[config.mk]
export PLATFORM = sky130hd
export DESIGN_NAME = drp_data_rom_read_port
export DESIGN_NICKNAME = d
export VERILOG_FILES = /design/src/design/drp_data_rom_read_port.v /design/src/design/drp_nibble_reg.v
export VERILOG_INCLUDE_DIRS = /design/src /design/src/design
export SDC_FILE = /design/constraint.sdc
export NUM_CORES = 1
export LEC_CHECK = 0
export BUFFER_PORTS_ARGS = -buffer_cell sky130_fd_sc_hd__buf_2
export CORE_MARGIN = 2
export CORE_UTILIZATION = 54
export CTS_BUF_LIST = sky130_fd_sc_hd__clkbuf_8
export DETAILED_ROUTE_END_ITERATION = 7
export PLACE_DENSITY = 0.87
export SLEW_MARGIN = 15
export SYNTH_ARGS = -nofsm -noshare
export SYNTH_HDL_FRONTEND = slang
export SYNTH_SLANG_ARGS = --single-unit
[constraint.sdc]
create_clock -name ref_clk_i -period 2.04 [get_ports ref_clk_i]
set_clock_uncertainty 0.1 [all_clocks]
set_input_delay 0.102 -clock ref_clk_i [delete_from_list [all_inputs] [get_ports ref_clk_i]]
set_output_delay 0.102 -clock ref_clk_i [all_outputs]
set_load 0.01 [all_outputs]
[src/design/drp_map.vh]
`ifndef DRP_MAP_VH
`define DRP_MAP_VH
// special-register locations (5-bit nibble address space)
`define DRP_ADDR_NIB0 5'h18
`define DRP_ADDR_NIB1 5'h19
`define DRP_ADDR_NIB2 5'h1A
`define DRP_ADDR_NIB3 5'h1B
`define DRP_DATA_LO 5'h1C
`define DRP_DATA_HI 5'h1D
`define DRP_ADDR_NIB4 5'h1E
// widths
`define DRP_ROM_AW 20
`define DRP_NIB_W 4
`define DRP_BYTE_W 8
// data ready time, in system clock periods
`define DRP_READY_CYCLES 2
`define DRP_READY_CNT_W 2
`define DRP_READY_CNT_MAX 2'h2
`endif

[src/design/drp_data_rom_read_port.v]
// Summary of operation
// - the read address is the five address nibbles joined into one 20-bit byte address.
// - nibble register 0 is the least significant nibble and register 4 the most significant.
// - software waits two clock periods after the last address write; data is valid by then.
// - reading the low data register returns bits 3..0 of the addressed byte.
// - reading the high data register returns bits 7..4 of the addressed byte.
// - a write to the high data register restarts the watchdog when enabled and stores nothing.
// - memory entries are 8 bits wide over a 20-bit byte address space.
// - the seven registers occupy locations 18h..1Eh with the data registers at 1Ch and 1Dh.
`timescale 1ns/10ps
`default_nettype none
`include "drp_map.vh"
module drp_data_rom_read_port (
	// clock and reset
	input wire ref_clk_i,
	input wire arst_n_i,
	// special-register port from the core
	input wire [4:0] sfr_addr_i,
	input wire sfr_wr_i,
	input wire sfr_rd_i,
	input wire [3:0] sfr_wdata_i,
	output wire [3:0] sfr_rdata_o,
	output wire sfr_hit_o,
	// watchdog option and restart
	input wire wdt_enable_i,
	output wire wdt_restart_o,
	// memory array port
	output wire [19:0] rom_addr_o,
	input wire [7:0] rom_data_i,
	// data valid status
	output wire rom_ready_o
);
	// one-hot states of the data-ready sequencer
	localparam [2:0] ST_IDLE = 3'h1;
	localparam [2:0] ST_WAIT = 3'h2;
	localparam [2:0] ST_READY = 3'h4;

	// address nibble values
	wire [3:0] nib0;
	wire [3:0] nib1;
	wire [3:0] nib2;
	wire [3:0] nib3;
	wire [3:0] nib4;
	// register selects and write strobes
	wire sel_nib0;
	wire sel_nib1;
	wire sel_nib2;
	wire sel_nib3;
	wire sel_nib4;
	wire sel_data_lo;
	wire sel_data_hi;
	wire sel_any;
	wire [4:0] nib_wr;
	wire addr_written;
	wire hi_written;
	// read path
	reg [3:0] rdata_reg;
	reg [3:0] rdata_next;
	reg hit_reg;
	reg hit_next;
	// watchdog restart pulse
	reg wdt_restart_reg;
	reg wdt_restart_next;
	// byte address and data-ready sequencer
	reg [19:0] rom_addr_reg;
	reg [19:0] rom_addr_next;
	reg [2:0] state_reg;
	reg [2:0] state_next;
	reg [1:0] wait_cnt_reg;
	reg [1:0] wait_cnt_next;
	reg ready_reg;
	reg ready_next;

	// only the seven locations answer; the rest of the nibble space is left alone
	assign sel_nib0 = (sfr_addr_i == `DRP_ADDR_NIB0);
	assign sel_nib1 = (sfr_addr_i == `DRP_ADDR_NIB1);
	assign sel_nib2 = (sfr_addr_i == `DRP_ADDR_NIB2);
	assign sel_nib3 = (sfr_addr_i == `DRP_ADDR_NIB3);
	assign sel_nib4 = (sfr_addr_i == `DRP_ADDR_NIB4);
	assign sel_data_lo = (sfr_addr_i == `DRP_DATA_LO);
	assign sel_data_hi = (sfr_addr_i == `DRP_DATA_HI);
	assign sel_any = sel_nib0 | sel_nib1 | sel_nib2 | sel_nib3 | sel_nib4
		| sel_data_lo | sel_data_hi;

	// address nibble write strobes
	assign nib_wr[0] = sfr_wr_i & sel_nib0;
	assign nib_wr[1] = sfr_wr_i & sel_nib1;
	assign nib_wr[2] = sfr_wr_i & sel_nib2;
	assign nib_wr[3] = sfr_wr_i & sel_nib3;
	assign nib_wr[4] = sfr_wr_i & sel_nib4;
	assign addr_written = |nib_wr;
	// the data registers have no storage; a write to the high one only pokes the watchdog
	assign hi_written = sfr_wr_i & sel_data_hi;

	// address registers keep their nibble across reset
	drp_nibble_reg #(.NIB_W(`DRP_NIB_W)) u_nib0 (
		.ref_clk_i(ref_clk_i),
		.wr_en_i(nib_wr[0]),
		.wr_data_i(sfr_wdata_i),
		.q_o(nib0)
	);
	drp_nibble_reg #(.NIB_W(`DRP_NIB_W)) u_nib1 (
		.ref_clk_i(ref_clk_i),
		.wr_en_i(nib_wr[1]),
		.wr_data_i(sfr_wdata_i),
		.q_o(nib1)
	);
	drp_nibble_reg #(.NIB_W(`DRP_NIB_W)) u_nib2 (
		.ref_clk_i(ref_clk_i),
		.wr_en_i(nib_wr[2]),
		.wr_data_i(sfr_wdata_i),
		.q_o(nib2)
	);
	drp_nibble_reg #(.NIB_W(`DRP_NIB_W)) u_nib3 (
		.ref_clk_i(ref_clk_i),
		.wr_en_i(nib_wr[3]),
		.wr_data_i(sfr_wdata_i),
		.q_o(nib3)
	);
	drp_nibble_reg #(.NIB_W(`DRP_NIB_W)) u_nib4 (
		.ref_clk_i(ref_clk_i),
		.wr_en_i(nib_wr[4]),
		.wr_data_i(sfr_wdata_i),
		.q_o(nib4)
	);

	// byte address, highest nibble first; the reserved top area is not range checked
	always @* begin
		rom_addr_next = {nib4, nib3, nib2, nib1, nib0};
	end

	always @(posedge ref_clk_i) begin
		rom_addr_reg <= rom_addr_next;
	end

	// data-ready sequencer; idle after reset until any address nibble is first written,
	// so ready can rise while the unwritten nibbles are still undefined
	always @* begin
		state_next = state_reg;
		wait_cnt_next = wait_cnt_reg;
		ready_next = 1'b0;
		case (state_reg)
			ST_IDLE: begin
				ready_next = 1'b0;
			end
			ST_WAIT: begin
				wait_cnt_next = wait_cnt_reg + 2'h1;
				if (wait_cnt_next == `DRP_READY_CNT_MAX) begin
					state_next = ST_READY;
					ready_next = 1'b1;
				end
			end
			ST_READY: begin
				ready_next = 1'b1;
			end
			default: begin
				state_next = ST_IDLE;
				wait_cnt_next = 2'h0;
			end
		endcase
		// any address nibble restarts the wait, whatever the state
		if (addr_written) begin
			state_next = ST_WAIT;
			wait_cnt_next = 2'h0;
			ready_next = 1'b0;
		end
	end

	always @(posedge ref_clk_i or negedge arst_n_i) begin
		if (!arst_n_i) begin
			state_reg <= ST_IDLE;
			wait_cnt_reg <= 2'h0;
			ready_reg <= 1'b0;
		end else begin
			state_reg <= state_next;
			wait_cnt_reg <= wait_cnt_next;
			ready_reg <= ready_next;
		end
	end

	// read mux; data comes straight from the array so a read taken two clocks after
	// the last address write already returns the new byte
	always @* begin
		rdata_next = 4'h0;
		hit_next = 1'b0;
		if (sfr_rd_i) begin
			hit_next = sel_any;
			case (sfr_addr_i)
				`DRP_ADDR_NIB0: rdata_next = nib0;
				`DRP_ADDR_NIB1: rdata_next = nib1;
				`DRP_ADDR_NIB2: rdata_next = nib2;
				`DRP_ADDR_NIB3: rdata_next = nib3;
				`DRP_ADDR_NIB4: rdata_next = nib4;
				`DRP_DATA_LO: rdata_next = rom_data_i[3:0];
				`DRP_DATA_HI: rdata_next = rom_data_i[7:4];
				default: rdata_next = 4'h0;
			endcase
		end
	end

	// restart only while the watchdog option is on
	always @* begin
		wdt_restart_next = hi_written & wdt_enable_i;
	end

	always @(posedge ref_clk_i or negedge arst_n_i) begin
		if (!arst_n_i) begin
			rdata_reg <= 4'h0;
			hit_reg <= 1'b0;
			wdt_restart_reg <= 1'b0;
		end else begin
			rdata_reg <= rdata_next;
			hit_reg <= hit_next;
			wdt_restart_reg <= wdt_restart_next;
		end
	end

	assign sfr_rdata_o = rdata_reg;
	assign sfr_hit_o = hit_reg;
	assign wdt_restart_o = wdt_restart_reg;
	assign rom_addr_o = rom_addr_reg;
	assign rom_ready_o = ready_reg;
endmodule // drp_data_rom_read_port
`default_nettype wire

[src/design/drp_nibble_reg.v]
`timescale 1ns/10ps
`default_nettype none
// one 4-bit address register; contents are not cleared by reset
`include "drp_map.vh"
module drp_nibble_reg #(
	parameter NIB_W = `DRP_NIB_W
) (
	// clock
	input wire ref_clk_i,
	// write port
	input wire wr_en_i,
	input wire [NIB_W-1:0] wr_data_i,
	// stored value
	output wire [NIB_W-1:0] q_o
);
	reg [NIB_W-1:0] q_reg;

	always @(posedge ref_clk_i) begin
		if (wr_en_i) begin
			q_reg <= wr_data_i;
		end
	end

	assign q_o = q_reg;
endmodule // drp_nibble_reg
`default_nettype wire

==> qor.tcl, run 1 <==
set qor(peakVddDrop_mv) 0.7734
set qor(layout-drive-gt1-share) 0.3913
set qor(grt_use_total) 0.2007
set qor(worst_setup_hold_path_clk_slew_ns) 0.08
set qor(clock_latency_ns) 0.30
set qor(netlist.top_cell.by_area) {sky130_fd_sc_hd__edfxtp_1}
set qor(layout_setup_ws_ns) 0.4983
set qor(postSynthNetCount) 149
set qor(final_cell_area_um2) 2293
set qor(area_growth_synth_to_finish_pct) 21.31
set qor(worstPathCellList) {ha_1, or3b_1, a21o_1, a21oi_1}
set qor(grt_max_degree) 18
set qor(status) {finished, final reports clean}
set qor(worst-r2r-cell-count) 4
set qor(worst_path_max_delay_cell) {sky130_fd_sc_hd__dfrtp_1}
set qor(cp.required_ns) 2.16
set qor(floorplan.die.width_um) 63.17
set qor(cellPowerDensity_nw_per_um2) 769.6
set qor(synth.distinct_cells) 41
set qor(setup-tns-final_ns) 0
set qor(setup_viol_count_final) 0
set qor(final_nets) 206
set qor(timing_worst_slew_pin_value_ns) 0.7127
set qor(critical_path_peak_fanout) 4
set qor(maxSlewHeadroom) 0.5212
set qor(initial_utilization) 0.5666
set qor(detailedRoute.firstIterationViolations) 46
set qor(hold-path-cell-count) 3
set qor(core_region_area_um2) 3337
set qor(wl_mm) 3.692
set qor(rows) 21
set qor(maxClockFrequency_mhz) 648.6
set qor(yosys_register_bits) 52
set qor(final_hold_viol_count) 0
set qor(finalCritPeriodShare) 0.7557
set qor(numClockSinks) 52
set qor(die_height_um) 63.17
set qor(place.gp.congestion) 0.8428
set qor(synth.top_cell.area_share) 0.3177
set qor(syn-mean-instance-area_um2) 15.00
set qor(globalRouteOverflowTotal) 0
set qor(cellLeakagePower_nw) 0.9678
set qor(tritoncts.num_buffers) 5
set qor(antenna_cells) 0
set qor(post_synth_edffs) 20
set qor(synthTopCellsByArea) {sky130_fd_sc_hd__edfxtp_1 32%, sky130_fd_sc_hd__dfxtp_1 21%, sky130_fd_sc_hd__dfrtp_1 15%, sky130_fd_sc_hd__a221oi_2 3.2%, sky130_fd_sc_hd__mux2_2 2.4%}
set qor(slew_violations) 0
set qor(synth.cell_area_um2) 1891
set qor(cts_root_buffer) {sky130_fd_sc_hd__clkbuf_8}
set qor(number_of_antenna_violations_at_the_first_check_in_global_routing) 0
set qor(dpl.hpwl_mm) 2.643
set qor(crit_path_start_kind) {flop}
set qor(drt_drc_violations_left) 0
set qor(crit_path_max_incr_delay_ns) 0.42
set qor(placement.setup.worst_slack_ns) 0.3287
set qor(largest_register_ffs) 20
set qor(die_area_um2) 3990
set qor(antenna_left) 0
set qor(grt_pass1_vias) 1202
set qor(detailed_route_via_count) 1216
set qor(tritoncts) {yes}
set qor(detail_routed_via_count_per_cell) 5.287
set qor(timing.hold.worst.class) {input pin to flop}
set qor(ys_dominant_reg_cell) {sky130_fd_sc_hd__edfxtp_1}
set qor(critPathArrivalTime_ns) 1.67
set qor(worst_setup_path_end_kind) {flop}
set qor(cts_htree_levels) 2
set qor(drt_pre_antenna_iters) 4
set qor(routed_wire_length_per_instance_um) 16.05
set qor(grt_first_pass_wirelength_mm) 5.892
set qor(timing.max_cap.violations) 0
set qor(async_reset_ff_frac) 0.2308
set qor(synth_seq_area_share) 0.6889
set qor(io-pin-count) 49
set qor(cts_max_path_buffers) 2
set qor(port_buffers) 48
set qor(dpl-instance-area_um2) 2138
set qor(syn_inst) 126
set qor(ys_warn_count) 0
set qor(grt_setup_unrepaired) {no}
set qor(criticalPathCategory) {flop to flop}
set qor(final_period_minus_worst_setup_slack_ns) 1.542
[metrics by stage]
stage,instances,utilization,power (mW),hold WS [ns]
6_report,230,0.6873,1.765,0.03447
5_1_grt,230,0.6873,1.832,0.06022
4_1_cts,230,0.6873,1.779,0.03435
3_5_place_dp,215,0.6408,1.237,-0.1196
3_3_place_gp,215,0.6408,1.232,-0.1204
2_1_floorplan,126,-,1.194,-0.2936
[what timing repair did]
action / in CTS / in global routing
setup buffers: 0 / 0
hold buffers: 7 / 0
resized for setup: 0 / 0
endpoints found under the hold margin: 33 / 0
endpoints found under the setup margin: 0 / 0
[critical path: cells and delay by family, from the launching register on]
family / cells / cell delay, ns
AOI/OAI and AO/OA: 2 / 0.29
adders and majority gates: 1 / 0.30
and+or+nand+nor: 1 / 0.37
DFF: 1 / 0.42
[layer usage]
metal | up-vias | part of all wire | track usage
met5 | - | 0 | 0
met4 | 0 | 0.035 | 0.1304
met3 | 11 | 0.057 | 0.04643
met2 | 44 | 0.50 | 0.3138
met1 | 584 | 0.41 | 0.2515
li1 | 577 | - | -
[cells by family (layout without fill, tap and decap cells)]
kind of cell / count (synthesis) / after routing / share of synthesized area
adder cells (fa/ha/maj): 1 / 1 / 0.006617
buffers and inverters: 9 / 67 / 0.03441
multiplexers: 6 / 6 / 0.04765
flip-flops: 52 / 52 / 0.6889
AND/OR/NAND/NOR: 39 / 39 / 0.1291
AO/OA/AOI/OAI: 19 / 19 / 0.09332
[synthesized netlist by cell type (all sizes together), types with 2 or more instances]
library cell / count
nand2b: 4
inv: 4
nor2: 9
edfxtp: 20
and3b: 3
nor3: 3
mux4: 2
nand3b: 3
dfxtp: 20
a211oi: 2
nand2: 5
nand3: 2
a221oi: 6
mux2: 4
buf: 5
a21oi: 4
dfrtp: 11
o31ai: 2
nor2b: 2
or3b: 2
a21o: 2
[where the power goes]
group	switching (mW)	total [mW]	internal, mW
Clock	0.307	0.541	0.235
Sequential	0.00793	1.10	1.09
Combinational	0.0646	0.121	0.0566
[final cells by class]
class,instances,area (um2)
Sequential cell,52,1303
Fill cell,257,1044
Multi-Input combinational cell,65,523.0
Timing Repair Buffer,55,310.3
Clock buffer,5,68.82
Tap cell,46,57.56
Clock inverter,3,16.27
Inverter,4,15.01
[final timing paths]
kind,slack [ns],to,from
hold reg to reg,0.28,rom_addr_o[3],u_nib0.q_o[3]
setup reg to reg,0.50,wait_cnt_reg[1],wait_cnt_reg[0]
setup / recovery,0.50,wait_cnt_reg[1],wait_cnt_reg[0]
min in group asynchronous,0.09,sfr_rdata_o[2],arst_n_i
hold / removal,0.03,state_reg[1],sfr_wr_i
max in group asynchronous,1.49,state_reg[0],arst_n_i
[cell usage in the layout, fill, tap and decap left out, types with 2 or more instances in the layout]
cell type,netlist,layout
sky130_fd_sc_hd__a211oi_1,2,2
sky130_fd_sc_hd__nor2_1,9,9
sky130_fd_sc_hd__or3b_1,2,2
sky130_fd_sc_hd__a221oi_2,4,4
sky130_fd_sc_hd__clkbuf_8,0,5
sky130_fd_sc_hd__dlygate4sd3_1,0,7
sky130_fd_sc_hd__nand2b_1,4,4
sky130_fd_sc_hd__edfxtp_1,20,20
sky130_fd_sc_hd__a21oi_1,3,3
sky130_fd_sc_hd__nand3b_1,3,3
sky130_fd_sc_hd__and3b_1,3,3
sky130_fd_sc_hd__buf_2,1,48
sky130_fd_sc_hd__a221oi_1,2,2
sky130_fd_sc_hd__a21o_1,2,2
sky130_fd_sc_hd__dfrtp_1,11,11
sky130_fd_sc_hd__nor3_1,3,3
sky130_fd_sc_hd__mux4_2,2,2
sky130_fd_sc_hd__inv_1,3,4
sky130_fd_sc_hd__dfxtp_1,20,20
sky130_fd_sc_hd__mux2_2,4,4
sky130_fd_sc_hd__nand2_1,5,5
No activity file was read; power rests on OpenSTA's default activity.
==> run 2: changes to the inputs <==
--- a/config.mk
+++ b/config.mk
@@ -6,6 +6,7 @@
 export SDC_FILE = /design/constraint.sdc
 export NUM_CORES = 1
 export LEC_CHECK = 0
+export ABC_AREA = 1
 export BUFFER_PORTS_ARGS = -buffer_cell sky130_fd_sc_hd__buf_2
 export CORE_MARGIN = 2
 export CORE_UTILIZATION = 54
==> constraint.sdc (replaced) <==
create_clock -name ref_clk_i -period 1.5 [get_ports ref_clk_i]
set_clock_uncertainty 0.1 [all_clocks]
set_input_delay 0.075 -clock ref_clk_i [delete_from_list [all_inputs] [get_ports ref_clk_i]]
set_output_delay 0.075 -clock ref_clk_i [all_outputs]
set_load 0.01 [all_outputs]
==> run 2 against run 1 <==
  * Area after synthesis fell by 1.7%
  * Worst hold slack got worse by 0.028 ns
  * Wire length rose by 7.0%
  * Synthesized cell count rose by 37%
  * Combinational power rose by 100%
  * Sequential share of layout area fell by 2.0 points
  * Core utilization rose by 3.1 points
  * Clock power rose by 74%
==> qor.tcl, run 2 <==
set qor(synth_seq_area_share) 0.7005 ;# +0.01159
set qor(yosys_register_bits) 52 ;# unchanged
set qor(cts_root_buffer) {sky130_fd_sc_hd__clkbuf_8}
set qor(number_of_antenna_violations_at_the_first_check_in_global_routing) 0 ;# unchanged
set qor(final_cell_area_um2) 2379 ;# +3.7%
set qor(fillCellCount) 253 ;# -1.6%
set qor(die_height_um) 62.68 ;# -0.78%
set qor(critPathArrivalTime_ns) 1.51 ;# -0.16 ns
set qor(crit_path_start_kind) {input pin}
set qor(place.gp.congestion) 0.8302 ;# -1.5%
set qor(drt_drc_violations_left) 0 ;# unchanged
set qor(layout.cells.most_common) {sky130_fd_sc_hd__buf_2}
set qor(totalPowerFinal_mw) 2.735 ;# +55%
set qor(setup-tns-final_ns) 0 ;# unchanged
set qor(most-common-layout-cells) {48 x sky130_fd_sc_hd__buf_2, 27 x sky130_fd_sc_hd__nand2_1, 22 x sky130_fd_sc_hd__nand3_1}
set qor(tritoncts) {yes}
set qor(antenna_cells) 0 ;# unchanged
set qor(post_synth_most_frequent_cells) {28 x sky130_fd_sc_hd__nand2_1, 22 x sky130_fd_sc_hd__inv_1, 22 x sky130_fd_sc_hd__nand3_1}
set qor(grt_max_degree) 16 ;# -2
set qor(rows) 21 ;# unchanged
set qor(core_region_area_um2) 3311 ;# -0.79%
set qor(area_growth_synth_to_finish_pct) 27.93
set qor(grt_setup_unrepaired) {no}
set qor(setup_viol_count_final) 0 ;# unchanged
set qor(tritoncts.num_buffers) 5 ;# unchanged
set qor(dpl.hpwl_mm) 2.765 ;# +4.6%
set qor(grt_first_pass_wirelength_mm) 6.417 ;# +8.9%
set qor(wl_mm) 3.951 ;# +7.0%
set qor(drt_pre_antenna_iters) 4 ;# unchanged
set qor(grt_use_total) 0.2175 ;# +0.01676
set qor(io-pin-count) 49 ;# unchanged
set qor(criticalPathCategory) {input pin to flop}
set qor(syn_inst) 173 ;# +37%
set qor(cellLeakagePower_nw) 1.129 ;# +17%
set qor(cts_hold_buffers) 9 ;# +2
set qor(largest_register_ffs) 20 ;# unchanged
set qor(maxClockFrequency_mhz) 695.2
set qor(initial_utilization) 0.5616 ;# -0.004952
set qor(cp.required_ns) 1.58 ;# -0.58 ns
set qor(routed_wire_length_per_instance_um) 13.86 ;# -14%
set qor(globalRouteOverflowTotal) 0 ;# unchanged
set qor(worst_setup_hold_path_clk_slew_ns) 0.08 ;# about the same
set qor(detailed_route_via_count) 1422 ;# +17%
set qor(cts_htree_levels) 2 ;# unchanged
set qor(dpl-instance-area_um2) 2165 ;# +1.2%
set qor(synth.distinct_cells) 22 ;# -46%
set qor(timing.max_cap.violations) 0 ;# unchanged
set qor(detail_routed_via_count_per_cell) 4.989 ;# -5.6%
set qor(postSynthNetCount) 196 ;# +32%
set qor(layout-drive-gt1-share) 0.2720 ;# -0.1193
set qor(port_buffers) 48 ;# unchanged
set qor(die_area_um2) 3929 ;# -1.5%
set qor(timing.hold.worst.class) {input pin to flop}
set qor(antenna_left) 0 ;# unchanged
set qor(grt_pass1_vias) 1380 ;# +15%
set qor(clock_latency_ns) 0.30 ;# about the same
set qor(status) {finished, final reports clean}
set qor(cellPowerDensity_nw_per_um2) 1150 ;# +49%
set qor(async_reset_ff_frac) 0.2308 ;# unchanged
set qor(maxSlewHeadroom) 0.6457 ;# +0.1244
set qor(post_synth_edffs) 20 ;# unchanged
set qor(synth.top_cell.area_share) 0.3230 ;# +0.005344
set qor(ys_dominant_reg_cell) {sky130_fd_sc_hd__edfxtp_1}
set qor(ys_warn_count) 0 ;# unchanged
set qor(synth.most_common_cell) {sky130_fd_sc_hd__nand2_1}
set qor(post-cts-setup-buffers) 0 ;# unchanged
set qor(netlist.top_cell.by_area) {sky130_fd_sc_hd__edfxtp_1}
set qor(timing_worst_slew_pin_value_ns) 0.5309 ;# -0.1817 ns
set qor(slew_violations) 0 ;# unchanged
set qor(numClockSinks) 52 ;# unchanged
set qor(postLayoutCoreUtil) 0.7184 ;# +0.03115
set qor(critical_path_peak_fanout) 8 ;# +4
set qor(floorplan.die.width_um) 62.68 ;# -0.78%
set qor(detailedRoute.firstIterationViolations) 69 ;# +50%
set qor(peakVddDrop_mv) 0.7848 ;# +1.5%
set qor(final_nets) 261 ;# +27%
set qor(finalCritPeriodShare) 0.9590
set qor(synth.cell_area_um2) 1859 ;# -1.7%
set qor(final_period_minus_worst_setup_slack_ns) 1.438
set qor(syn-mean-instance-area_um2) 10.75 ;# -28%
set qor(worst_setup_path_end_kind) {flop}
set qor(final_hold_viol_count) 0 ;# unchanged
set qor(cts_max_path_buffers) 2 ;# unchanged
set qor(synthTopCellsByArea) {sky130_fd_sc_hd__edfxtp_1 32%, sky130_fd_sc_hd__dfxtp_1 22%, sky130_fd_sc_hd__dfrtp_1 15%, sky130_fd_sc_hd__nand3_1 5.9%, sky130_fd_sc_hd__nand2_1 5.7%}
[run 2: changes by cell type after synthesis, moves of 4 or more]
cell and change:
sky130_fd_sc_hd__nand2_1 +23, sky130_fd_sc_hd__nand3_1 +21, sky130_fd_sc_hd__inv_1 +19, sky130_fd_sc_hd__nor2_1 +11, sky130_fd_sc_hd__a21oi_1 +5, sky130_fd_sc_hd__o21ai_0 +5
sky130_fd_sc_hd__a221oi_2 -4, sky130_fd_sc_hd__mux2_2 -4
[run 2: worst paths after layout]
check                              start               to  slack, ns  cells after the start
setup / recovery           sfr_addr_i[3]   sfr_rdata_o[0]       0.06                      9
hold / removal             sfr_addr_i[2]    wdt_restart_o      0.006                      3
setup reg to reg            state_reg[0]  wait_cnt_reg[0]       0.21                      4
hold reg to reg            u_nib1.q_o[2]    rom_addr_o[6]       0.28                      0
max in group asynchronous       arst_n_i     state_reg[0]       0.97                      2
min in group asynchronous       arst_n_i     state_reg[2]       0.07                      2
[run 2: layer usage]
layer | up-vias | global-route usage | part of all wire
met4 | 0 | 0.1083 | 0.027
met3 | 13 | 0.05586 | 0.074
met5 | - | 0 | 0
met1 | 635 | 0.2685 | 0.40
met2 | 73 | 0.3562 | 0.50
li1 | 701 | - | -
[run 2: final cells by class]
cell class	instances	area, um2	share of cell area
sequential	52	1303	0.5476
clock buffer	6	82.58	0.03472
tap	46	57.56	0.02420
inverter	22	82.58	0.03472
clock inverter	2	33.78	0.01420
timing repair buffer	60	352.8	0.1483
multi-input combinational	97	466.7	0.1962
[run 2: cells by family after synthesis]
logic type / after synthesis / share of synthesized area
AOI/OAI and AO/OA: 16 / 0.04711
adders and majority gates: 1 / 0.006728
buffers and inverters: 24 / 0.05249
DFF: 52 / 0.7005
and+or+nand+nor: 80 / 0.1931
[run 2: stage by stage]
step | hold slack (ns) | instances | setup WS, ns
6_report | 0.006204 | 285 | 0.06155
5_1_grt | -0.0007673 | 285 | 0.0002525
4_1_cts | 0.005479 | 285 | 0.07901
3_5_place_dp | -0.1375 | 268 | 0.1200
3_3_place_gp | -0.1405 | 268 | 0.1944
2_1_floorplan | -0.3206 | 173 | 0.2332
[run 2: worst max-delay path, cell delays in order]
cell and delay [ns]:
sky130_fd_sc_hd__buf_2 0.11, sky130_fd_sc_hd__dlygate4sd3_1 0.57, sky130_fd_sc_hd__nand2_2 0.10, sky130_fd_sc_hd__inv_2 0.07
sky130_fd_sc_hd__buf_4 0.16, sky130_fd_sc_hd__nand3_1 0.08, sky130_fd_sc_hd__o21ai_0 0.08, sky130_fd_sc_hd__nor2_1 0.17
sky130_fd_sc_hd__a21oi_1 0.10
[run 2: what timing repair did]
item | 4_1_cts | 5_1_grt
resized for setup | 0 | 3
setup endpoints to repair | 0 | 4
endpoints found under the hold margin | 36 | 1
[run 2: where the power goes]
| group | leakage (nW) | switching, mW | internal (mW) |
|---|---|---|---|
| Clock | 0.0588 | 0.408 | 0.537 |
| Sequential | 0.511 | 0.0255 | 1.52 |
| Combinational | 0.559 | 0.148 | 0.0990 |
